--- config.mk ---
export PLATFORM = sky130hd
export DESIGN_NAME = ebps_top
export DESIGN_NICKNAME = d
export VERILOG_FILES = /design/src/ebps_pkg.sv /design/src/ebps_sync_reg.sv /design/src/ebps_top.sv
export SDC_FILE = /design/constraint.sdc
export NUM_CORES = 1
export LEC_CHECK = 0
export BUFFER_PORTS_ARGS = -buffer_cell sky130_fd_sc_hd__buf_2
export CORE_MARGIN = 2
export CORE_UTILIZATION = 51
export DETAILED_ROUTE_END_ITERATION = 10
export PLACE_DENSITY = 0.86
export SYNTH_ARGS = -nofsm -noshare
export SYNTH_HDL_FRONTEND = slang
export SYNTH_HIERARCHICAL = 1
export SYNTH_SLANG_ARGS = --single-unit
--- constraint.sdc ---
create_clock -name core_clk_in -period 5.06 [get_ports core_clk_in]
set_clock_uncertainty 0.05 [all_clocks]
set_input_delay 1.012 -clock core_clk_in [delete_from_list [all_inputs] [get_ports core_clk_in]]
set_output_delay 1.012 -clock core_clk_in [all_outputs]
set_load 0.005 [all_outputs]
--- src/ebps_pkg.sv ---
// package with register map, field positions and carrier types for the pin sharing block
package ebps_pkg;
   // ************************************************************
   // register byte offsets
   // ************************************************************
   localparam logic [7:0] EBPS_BUS_CONTROL_OFS   = 8'h00;
   localparam logic [7:0] EBPS_PORT_B_PER_OFS    = 8'h04;
   localparam logic [7:0] EBPS_PORT_B_DDR_OFS    = 8'h08;
   localparam logic [7:0] EBPS_PORT_B_DOUT_OFS   = 8'h0c;
   localparam logic [7:0] EBPS_PORT_B_PUR_OFS    = 8'h10;
   localparam logic [7:0] EBPS_PORT_F_PER_OFS    = 8'h14;
   localparam logic [7:0] EBPS_PORT_F_DDR_OFS    = 8'h18;
   localparam logic [7:0] EBPS_PORT_F_DOUT_OFS   = 8'h1c;
   localparam logic [7:0] EBPS_PORT_F_PUR_OFS    = 8'h20;
   localparam logic [7:0] EBPS_PIN_STATUS_OFS    = 8'h24;
   localparam int         EBPS_NUM_REGS          = 10;

   // ************************************************************
   // field positions
   // ************************************************************
   localparam int EBPS_IDLE_DRIVE_POS = 0;   // bus_idle_drive_bit in bus_control_register
   localparam int EBPS_PB_BIT0_POS    = 0;   // port B bit 0
   localparam int EBPS_PF_LOW_POS     = 9;   // data line 0 sits at port F bit 9
   localparam int EBPS_NUM_DATA       = 7;   // data lines 0..6
   localparam int EBPS_STAT_PB_POS    = 0;   // status: port_b_bit0 pin level
   localparam int EBPS_STAT_PF_POS    = 1;   // status: data line 0..6 pin levels in bits 1..7
   localparam int EBPS_STAT_AFN_POS   = 8;   // status: port_b_bit0 in address function
   localparam int EBPS_STAT_BUSY_POS  = 9;   // status: bus active

   // ************************************************************
   // reset values
   // ************************************************************
   localparam logic       EBPS_IDLE_DRIVE_RST = 1'h0;
   localparam logic [15:0] EBPS_PORT_F_PER_RST = 16'hfe00;  // data function on bits 9..15
   localparam logic [15:0] EBPS_ZERO16_RST     = 16'h0000;

   // ************************************************************
   // carrier types
   // ************************************************************
   typedef struct packed {
      logic        cyc;
      logic        stb;
      logic        we;
      logic [3:0]  sel;
      logic [7:0]  adr;
      logic [31:0] dat;
   } ebps_wb_req_type;

   typedef struct packed {
      logic        i;   // level seen at pin
      logic        o;   // level driven
      logic        oe_n; // low while driving
      logic        pu;  // internal pull-up enabled
   } ebps_pin_type;
endpackage

--- src/ebps_sync_reg.sv ---
// one-bit register bank bit with write enable and reset value
`timescale 1ns/1ps
`default_nettype none
module ebps_sync_reg
   import ebps_pkg::*;
#(
   parameter logic RST_VAL = 1'h0
) (
   // clock and reset
   input  wire logic core_clk_in,
   input  wire logic reset_in,
   // write port
   input  wire logic wr_en_in,
   input  wire logic wr_dat_in,
   // stored value
   output var  logic val_out
);
   // ************************************************************
   // storage
   // ************************************************************
   always_ff @(posedge core_clk_in) begin
      if (reset_in) begin
         val_out <= RST_VAL;
      end else if (wr_en_in) begin
         val_out <= wr_dat_in;
      end
   end
endmodule
`default_nettype wire

--- src/ebps_top.sv ---
// pin sharing of address line 16 and data lines 0..6 with port B bit 0 and port F bits 9..15
// ************************************************************
// Summary of operation
// - after reset, port_b_bit0 function chosen from boot, mode and security inputs
// - software may override port_b_bit0 function anytime via port_b_peripheral_enable
// - idle bus floats address_line_16 and controls unless bus_idle_drive_bit set
// - idle bus floats data lines 0..6 under the same bus_idle_drive_bit
// - port_b_pullup_control bit 0 set disables port_b_bit0 pull-up
// - reset gives data lines 0..6 the memory data function
// - in port function, port F bits 9..15 each input or output independently
// - port_f_pullup_control bit 9+n set disables data line n pull-up
// - port_b_bit0 in port function is software input or output
// ************************************************************
`timescale 1ns/1ps
`default_nettype none
module ebps_top
   import ebps_pkg::*;
(
   // clock and reset
   input  wire logic        core_clk_in,
   input  wire logic        reset_in,
   // wishbone slave
   input  wire logic        wb_cyc_in,
   input  wire logic        wb_stb_in,
   input  wire logic        wb_we_in,
   input  wire logic [3:0]  wb_sel_in,
   input  wire logic [7:0]  wb_adr_in,
   input  wire logic [31:0] wb_dat_in,
   output var  logic [31:0] wb_dat_out,
   output var  logic        wb_ack_out,
   // reset-time selection straps
   input  wire logic        external_boot_select_in,
   input  wire logic        memory_interface_mode_select_in,
   input  wire logic        flash_secure_in,
   // memory interface side
   input  wire logic        mif_bus_active_in,
   input  wire logic        mif_addr16_in,
   input  wire logic        mif_data_oe_in,
   input  wire logic [6:0]  mif_data_in,
   output var  logic [6:0]  mif_data_out,
   output var  logic        mif_ctrl_float_out,
   // pins: port_b_bit0 / address_line_16
   input  wire logic        port_b_bit0_pin_in,
   output var  logic        port_b_bit0_pin_out,
   output var  logic        port_b_bit0_pin_oe_n_out,
   output var  logic        port_b_bit0_pullup_out,
   // pins: data lines 0..6 / port F bits 9..15
   input  wire logic [6:0]  data_line_pin_in,
   output var  logic [6:0]  data_line_pin_out,
   output var  logic [6:0]  data_line_pin_oe_n_out,
   output var  logic [6:0]  data_line_pullup_out
);
   // ************************************************************
   // control state
   // ************************************************************
   logic        idle_drive_q;
   logic        pb_per_q;
   logic        pb_ddr_q;
   logic        pb_dout_q;
   logic        pb_pur_q;
   logic [6:0]  pf_per_q;
   logic [6:0]  pf_ddr_q;
   logic [6:0]  pf_dout_q;
   logic [6:0]  pf_pur_q;
   logic        strap_pend_q;
   logic        strap_pend_d;
   logic [31:0] rd_dat_d;
   logic        first_q;

   // ************************************************************
   // bus decode
   // ************************************************************
   wire logic       wb_req   = wb_cyc_in & wb_stb_in & ~wb_ack_out;
   wire logic       wb_wr    = wb_req & wb_we_in;
   wire logic       wr_lo    = wb_wr & wb_sel_in[0];
   wire logic       wr_hi    = wb_wr & wb_sel_in[1];
   wire logic       sel_bc   = (wb_adr_in == EBPS_BUS_CONTROL_OFS);
   wire logic       sel_bper = (wb_adr_in == EBPS_PORT_B_PER_OFS);
   wire logic       sel_bddr = (wb_adr_in == EBPS_PORT_B_DDR_OFS);
   wire logic       sel_bdo  = (wb_adr_in == EBPS_PORT_B_DOUT_OFS);
   wire logic       sel_bpur = (wb_adr_in == EBPS_PORT_B_PUR_OFS);
   wire logic       sel_fper = (wb_adr_in == EBPS_PORT_F_PER_OFS);
   wire logic       sel_fddr = (wb_adr_in == EBPS_PORT_F_DDR_OFS);
   wire logic       sel_fdo  = (wb_adr_in == EBPS_PORT_F_DOUT_OFS);
   wire logic       sel_fpur = (wb_adr_in == EBPS_PORT_F_PUR_OFS);
   wire logic       sel_stat = (wb_adr_in == EBPS_PIN_STATUS_OFS);
   wire logic [6:0] wf_bits  = wb_dat_in[EBPS_PF_LOW_POS +: EBPS_NUM_DATA];

   // ************************************************************
   // reset-time strap decode: address function unless plain internal boot
   // ************************************************************
   wire logic strap_addr = external_boot_select_in | (memory_interface_mode_select_in & ~flash_secure_in);

   // ************************************************************
   // single-bit registers of port B and bus control
   // ************************************************************
   ebps_sync_reg #(.RST_VAL(EBPS_IDLE_DRIVE_RST)) u_idle_drive (
      .core_clk_in (core_clk_in),
      .reset_in    (reset_in),
      .wr_en_in    (wr_lo & sel_bc),
      .wr_dat_in   (wb_dat_in[EBPS_IDLE_DRIVE_POS]),
      .val_out     (idle_drive_q)
   );
   ebps_sync_reg #(.RST_VAL(1'h0)) u_pb_ddr (
      .core_clk_in (core_clk_in),
      .reset_in    (reset_in),
      .wr_en_in    (wr_lo & sel_bddr),
      .wr_dat_in   (wb_dat_in[EBPS_PB_BIT0_POS]),
      .val_out     (pb_ddr_q)
   );
   ebps_sync_reg #(.RST_VAL(1'h0)) u_pb_dout (
      .core_clk_in (core_clk_in),
      .reset_in    (reset_in),
      .wr_en_in    (wr_lo & sel_bdo),
      .wr_dat_in   (wb_dat_in[EBPS_PB_BIT0_POS]),
      .val_out     (pb_dout_q)
   );
   ebps_sync_reg #(.RST_VAL(1'h0)) u_pb_pur (
      .core_clk_in (core_clk_in),
      .reset_in    (reset_in),
      .wr_en_in    (wr_lo & sel_bpur),
      .wr_dat_in   (wb_dat_in[EBPS_PB_BIT0_POS]),
      .val_out     (pb_pur_q)
   );

   // ************************************************************
   // port B function select: strap caught after release, software overrides
   // ************************************************************
   always_comb begin
      strap_pend_d = strap_pend_q;
      if (reset_in) begin
         strap_pend_d = 1'h1;
      end else if (strap_pend_q) begin
         strap_pend_d = 1'h0;
      end
   end
   always_ff @(posedge core_clk_in) begin
      strap_pend_q <= strap_pend_d;
      if (reset_in) begin
         pb_per_q <= 1'h0;
      end else if (wr_lo & sel_bper) begin
         pb_per_q <= wb_dat_in[EBPS_PB_BIT0_POS];
      end else if (strap_pend_q) begin
         pb_per_q <= strap_addr;
      end
   end

   // ************************************************************
   // port F registers, bits 9..15 only, one generate per data line
   // ************************************************************
   genvar gi;
   generate
      for (gi = 0; gi < EBPS_NUM_DATA; gi++) begin : g_pf
         ebps_sync_reg #(.RST_VAL(EBPS_PORT_F_PER_RST[EBPS_PF_LOW_POS + gi])) u_per (
            .core_clk_in (core_clk_in),
            .reset_in    (reset_in),
            .wr_en_in    (wr_hi & sel_fper),
            .wr_dat_in   (wf_bits[gi]),
            .val_out     (pf_per_q[gi])
         );
         ebps_sync_reg #(.RST_VAL(1'h0)) u_ddr (
            .core_clk_in (core_clk_in),
            .reset_in    (reset_in),
            .wr_en_in    (wr_hi & sel_fddr),
            .wr_dat_in   (wf_bits[gi]),
            .val_out     (pf_ddr_q[gi])
         );
         ebps_sync_reg #(.RST_VAL(1'h0)) u_dout (
            .core_clk_in (core_clk_in),
            .reset_in    (reset_in),
            .wr_en_in    (wr_hi & sel_fdo),
            .wr_dat_in   (wf_bits[gi]),
            .val_out     (pf_dout_q[gi])
         );
         ebps_sync_reg #(.RST_VAL(1'h0)) u_pur (
            .core_clk_in (core_clk_in),
            .reset_in    (reset_in),
            .wr_en_in    (wr_hi & sel_fpur),
            .wr_dat_in   (wf_bits[gi]),
            .val_out     (pf_pur_q[gi])
         );
      end
   endgenerate

   // ************************************************************
   // pin drive decisions
   // ************************************************************
   wire logic       bus_drive = mif_bus_active_in | idle_drive_q;
   wire logic       pb_oe_d   = pb_per_q ? bus_drive : pb_ddr_q;
   wire logic       pb_val_d  = pb_per_q ? mif_addr16_in : pb_dout_q;
   wire logic [6:0] bus_d_oe  = {7{bus_drive & mif_data_oe_in}};
   wire logic [6:0] pf_oe_d   = (pf_per_q & bus_d_oe) | (~pf_per_q & pf_ddr_q);
   wire logic [6:0] pf_val_d  = (pf_per_q & mif_data_in) | (~pf_per_q & pf_dout_q);

   // ************************************************************
   // read mux
   // ************************************************************
   always_comb begin
      rd_dat_d = 32'h0000_0000;
      if (sel_bc) begin
         rd_dat_d[EBPS_IDLE_DRIVE_POS] = idle_drive_q;
      end else if (sel_bper) begin
         rd_dat_d[EBPS_PB_BIT0_POS] = pb_per_q;
      end else if (sel_bddr) begin
         rd_dat_d[EBPS_PB_BIT0_POS] = pb_ddr_q;
      end else if (sel_bdo) begin
         rd_dat_d[EBPS_PB_BIT0_POS] = pb_dout_q;
      end else if (sel_bpur) begin
         rd_dat_d[EBPS_PB_BIT0_POS] = pb_pur_q;
      end else if (sel_fper) begin
         rd_dat_d[EBPS_PF_LOW_POS +: EBPS_NUM_DATA] = pf_per_q;
      end else if (sel_fddr) begin
         rd_dat_d[EBPS_PF_LOW_POS +: EBPS_NUM_DATA] = pf_ddr_q;
      end else if (sel_fdo) begin
         rd_dat_d[EBPS_PF_LOW_POS +: EBPS_NUM_DATA] = pf_dout_q;
      end else if (sel_fpur) begin
         rd_dat_d[EBPS_PF_LOW_POS +: EBPS_NUM_DATA] = pf_pur_q;
      end else if (sel_stat) begin
         rd_dat_d[EBPS_STAT_PB_POS]                   = port_b_bit0_pin_in;
         rd_dat_d[EBPS_STAT_PF_POS +: EBPS_NUM_DATA]  = data_line_pin_in;
         rd_dat_d[EBPS_STAT_AFN_POS]                  = pb_per_q;
         rd_dat_d[EBPS_STAT_BUSY_POS]                 = mif_bus_active_in;
      end
   end

   // ************************************************************
   // bus answer: ack one cycle after request, unmapped reads zero
   // ************************************************************
   always_ff @(posedge core_clk_in) begin
      if (reset_in) begin
         wb_ack_out <= 1'h0;
         wb_dat_out <= 32'h0000_0000;
      end else begin
         wb_ack_out <= wb_req;
         wb_dat_out <= wb_req ? rd_dat_d : 32'h0000_0000;
      end
   end

   // ************************************************************
   // registered pin outputs; reset: all floated, pull-ups on
   // ************************************************************
   always_ff @(posedge core_clk_in) begin
      if (reset_in) begin
         first_q                  <= 1'h1;
         port_b_bit0_pin_out      <= 1'h0;
         port_b_bit0_pin_oe_n_out <= 1'h1;
         port_b_bit0_pullup_out   <= 1'h1;
         data_line_pin_out        <= 7'h00;
         data_line_pin_oe_n_out   <= 7'h7f;
         data_line_pullup_out     <= 7'h7f;
         mif_data_out             <= 7'h00;
         mif_ctrl_float_out       <= 1'h1;
      end else begin
         first_q                  <= 1'h0;
         port_b_bit0_pin_out      <= pb_val_d;
         port_b_bit0_pin_oe_n_out <= ~pb_oe_d;
         port_b_bit0_pullup_out   <= ~pb_pur_q;
         data_line_pin_out        <= pf_val_d;
         data_line_pin_oe_n_out   <= ~pf_oe_d;
         data_line_pullup_out     <= ~pf_pur_q;
         mif_data_out             <= data_line_pin_in & pf_per_q;
         mif_ctrl_float_out       <= ~bus_drive;
      end
   end

   // ************************************************************
   // assertions
   // ************************************************************
   property p_strap_sel;
      @(posedge core_clk_in) disable iff (reset_in)
      (strap_pend_q & ~(wr_lo & sel_bper)) |=> (pb_per_q == $past(strap_addr));
   endproperty
   a_strap_sel: assert property (p_strap_sel) else $error("strap selection not applied");

   property p_per_write;
      @(posedge core_clk_in) disable iff (reset_in)
      (wr_lo & sel_bper) |=> (pb_per_q == $past(wb_dat_in[0]));
   endproperty
   a_per_write: assert property (p_per_write) else $error("port B function write lost");

   property p_addr_float;
      @(posedge core_clk_in) disable iff (reset_in)
      (pb_per_q & ~mif_bus_active_in & ~idle_drive_q) |=> port_b_bit0_pin_oe_n_out;
   endproperty
   a_addr_float: assert property (p_addr_float) else $error("address line driven while idle");

   property p_data_float;
      @(posedge core_clk_in) disable iff (reset_in)
      (~mif_bus_active_in & ~idle_drive_q) |=> ((~data_line_pin_oe_n_out & $past(pf_per_q)) == 7'h00);
   endproperty
   a_data_float: assert property (p_data_float) else $error("data lines driven while idle");

   property p_pb_pullup;
      @(posedge core_clk_in) disable iff (reset_in)
      pb_pur_q |=> ~port_b_bit0_pullup_out;
   endproperty
   a_pb_pullup: assert property (p_pb_pullup) else $error("port B pull-up not disabled");

   property p_reset_data_fn;
      @(posedge core_clk_in)
      $fell(reset_in) |-> (pf_per_q == 7'h7f);
   endproperty
   a_reset_data_fn: assert property (p_reset_data_fn) else $error("data function not default");

   property p_pf_dir;
      @(posedge core_clk_in) disable iff (reset_in || first_q)
      (~pf_per_q[0]) |=> (data_line_pin_oe_n_out[0] == ~$past(pf_ddr_q[0]));
   endproperty
   a_pf_dir: assert property (p_pf_dir) else $error("port F direction not honoured");

   property p_pf_pullup;
      @(posedge core_clk_in) disable iff (reset_in)
      (pf_pur_q[6]) |=> ~data_line_pullup_out[6];
   endproperty
   a_pf_pullup: assert property (p_pf_pullup) else $error("port F pull-up not disabled");

   property p_pb_gpio;
      @(posedge core_clk_in) disable iff (reset_in)
      (~pb_per_q & pb_ddr_q) |=> (~port_b_bit0_pin_oe_n_out && port_b_bit0_pin_out == $past(pb_dout_q));
   endproperty
   a_pb_gpio: assert property (p_pb_gpio) else $error("port B output not driven");

   property p_wb_ack;
      @(posedge core_clk_in) disable iff (reset_in)
      wb_req |=> wb_ack_out ##1 ~wb_ack_out;
   endproperty
   a_wb_ack: assert property (p_wb_ack) else $error("bus ack timing wrong");

   c_override: cover property (@(posedge core_clk_in) disable iff (reset_in) wr_lo & sel_bper);
   c_idle_drive: cover property (@(posedge core_clk_in) disable iff (reset_in) idle_drive_q & ~mif_bus_active_in);
   c_pf_gpio: cover property (@(posedge core_clk_in) disable iff (reset_in) ~pf_per_q[3] & pf_ddr_q[3]);
endmodule
`default_nettype wire

==> run_results.csv <==
group,metric,value,unit
die,die_area,7054,um2
sta,relSlewSlack,36.12,%
sta,rsz0062_at_grt,"false",
clocking,numCtsBuffers,9,
setup_path,path_buf_inv,1,
setup_path,start_kind,"primary input",
routing,drc_errors,0,
setup_path,crit_required,5250,ps
die,die_x,83.99,um
clocking,root_buffer,"clkbuf_8",
synth,synth.distinct_cells,37,
routing,drt-pass1-iter-count,5,
power,switching_share,23.74,%
global_route,gr-usage-all-layers,20.74,%
placed_design,gp_congestion,0.8799,
setup_path,cp_top_family,"simple AND/OR/NAND/NOR gates",
setup_path,max_stage_delay,820,ps
global_route,overflow,0,
setup_path,crit_type,"primary input to register",
global_route,grt_pass1_vias,2395,
global_route,grt_first_pass_wirelength,11480,um
synth,ys_ff_latch,83,
clocking,clk_latency,350,ps
power,power,1.236,mW
sta,drv_slew,0,
synth,synth_area_per_cell,10.43,um2
power,power.density,314.8,nW/um2
synth,yosysWarnings,6,
clocking,cts_buffer_depth,2,
sta,post-route-period-util,61.48,%
setup_path,cp_common_cell,"nor2b_1",
power,power.internal,0.9426,mW
sta,tightest_slew,956.3,ps
layout,fillers,511,
placed_design,dpl.hpwl,4795,um
synth,async_reset_ff_share,0,%
power,clkPwrFrac,39.8,%
setup_path,cp_slowest_cell,"nor2b_1",
sta,tns,0,ps
die,die_h,83.99,um
global_route,grt_max_degree,68,
die,num_rows,29,
layout,fin_nets,477,
sta,fin_crit,3111,ps
synth,syn_inst,313,
placed_design,numPortBuffers,92,
routing,avgViaCountPerCell,5.112,
setup_path,end_kind,"register",
layout,diodes,0,
power,p_leak,1.765,nW
synth,synth_area,3263,um2
clocking,cts_max_level,3,
min_path,hp-class,"register to register",
sta,setup_viol,0,
power,seq_power_share,53.9,%
die,initial_utilization,51.98,%
routing,wl_per_cell,14.37,um
status,status,"finished, final reports clean",
synth,ys.flop_type,"dfxtp_1",
clocking,clock_sinks,83,
routing,num_vias,2500,
setup_path,crit_path_max_fanout,17,
synth,synth_edf_count,0,
routing,drtIter0Drc,217,
setup_path,cp_data_arrival_time,3300,ps
clocking,cts_resized,0,
synth,synth-seq-area-share,50.92,%
setup_path,path_cells,"buf_2 -> nor4b_4 -> and2_1 -> nor2b_1 -> nor2b_1 -> a211o_1",
clocking,cts_tree,"yes",
sta,max_freq,321.4,MHz
layout,syn_to_final_growth,20.32,%
die,coreArea,6277,um2
layout,drive_above_1_share,31.31,%
power,p_comb_share,6.3,%
power,power_switching,0.2934,mW
routing,routed_wirelength,7026,um
flow_run,maxCapViolCount,0,
power,peakVddDrop,238.3,uV
routing,ant_nets,0,
clocking,clkSlewWorstSetupHoldPaths,80,ps
clocking,hold_buffers,0,
clocking,cts_setup_buffers,0,
die,design.portCount,135,
global_route,antenna_found_initial,0,
sta,hold_viol,0,
layout by cell type (no fill, tap or decap), types with 3 or more instances in the layout:
cell      count
a211o_1       8
a222oi_1      7
a31oi_1       3
and2_1       10
and3_1        5
buf_2        92
clkbuf_8     10
conb_1       16
dfxtp_1      83
inv_1         3
mux2_2        6
mux2i_1      42
nand2_1      12
nand2b_1      9
nor2_1       52
nor2b_1      12
nor4b_4       3
or2_2         8
power groups by stage:
stage               Sequential (mW)  Combinational [mW]  Clock [mW]
global placement              0.682              0.0753           0
detailed placement            0.682              0.0768           0
global route                  0.668              0.0859       0.526
CTS                           0.667              0.0773       0.499
floorplan                     0.684              0.0421           0
finish                        0.667              0.0776       0.492
state kept, by name, indices dropped and copies added, names as in the netlist:
name / count
wb_dat_out: 16
data_line_pin_oe_n_out: 7
data_line_pin_out: 7
data_line_pullup_out: 7
g_pf.u_ddr/val_out: 7
g_pf.u_dout/val_out: 7
g_pf.u_per/val_out: 7
g_pf.u_pur/val_out: 7
mif_data_out: 7
mif_ctrl_float_out: 1
pb_per_q: 1
port_b_bit0_pin_oe_n_out: 1
port_b_bit0_pin_out: 1
port_b_bit0_pullup_out: 1
strap_pend_q: 1
u_idle_drive/val_out: 1
u_pb_ddr/val_out: 1
u_pb_dout/val_out: 1
u_pb_pur/val_out: 1
wb_ack_out: 1
cell type report:
cell class / count / area, um2 / area share (%)
inverters: 3 / 11.26 / 0.2868
repair buffers: 94 / 475.5 / 12.11
clock buffers: 10 / 137.6 / 3.505
clock inverters: 6 / 71.32 / 1.816
multi-input cells: 216 / 1473 / 37.51
well taps: 77 / 96.34 / 2.454
flip-flops and latches: 83 / 1662 / 42.32
metal layers:
metal	global-route usage [%]	vias up	share of wire (%)
met5	0	-	0
met4	11.88	0	3.2
met3	4.154	18	6.2
met2	31.93	98	46
met1	27.07	1141	44
li1	-	1243	-
per-stage QoR:
step                hold slack (ps)  utilization (%)  instances  setup slack [ps]  instance area (um2)
floorplan                     331.8                -        328              2076                 3319
global placement              346.5            59.22        473              1643                 3717
detailed placement            351.5            59.22        473              1600                 3717
CTS                           366.5            62.55        489              1977                 3926
global route                  384.4            62.55        489              1744                 3926
finish                        374.6            62.55        489              1949                 3926
synthesized netlist by cell type, drive strengths merged (2+ instances only):
cell	count	area, um2
nand2	12	45.04
nand2b	9	56.30
or2	8	50.05
nor3b	2	15.01
mux2i	42	420.4
and4b	2	20.02
clkbuf	4	15.01
a211o	8	70.07
and4	2	17.52
nor4b	3	71.32
a311oi	2	17.52
nor2b	12	75.07
dfxtp	83	1662
and3b	2	17.52
a31oi	3	18.77
mux2	6	67.56
and2	10	62.56
nor2	52	195.2
inv	3	11.26
nor3	2	10.01
and3	6	38.79
a222oi	7	70.07
buf	22	163.9
cells by family after synthesis:
logic type	count (synthesis)	share of synthesized area, %
AOI/OAI and AO/OA	26	6.710
buffers and inverters	29	5.828
muxes	48	14.95
and+or+nand+nor	126	21.47
other	1	0.1149
DFF	83	50.92
path summary, 6_finish.rpt:
kind | startpoint | to | slack [ps] | cells past startpoint
setup reg to reg | wb_ack_out | g_pf[2].u_ddr/val_out | 2900 | 6
hold / removal | g_pf[2].u_pur/val_out | data_line_pullup_out[2] | 370 | 1
hold reg to reg | g_pf[2].u_pur/val_out | data_line_pullup_out[2] | 370 | 1
setup / recovery | wb_adr_in[2] | g_pf[6].u_per/val_out | 1950 | 6
worst register-to-register path: cells and delay by family, from the launching register on:
| kind | cells | cell delay (ps) |
|---|---|---|
| AND/OR/NAND/NOR | 4 | 1170 |
| flip-flops | 1 | 320 |
| buffers and inverters | 1 | 280 |
| multiplexers | 1 | 200 |
No activity file was read; power rests on OpenSTA's default activity.
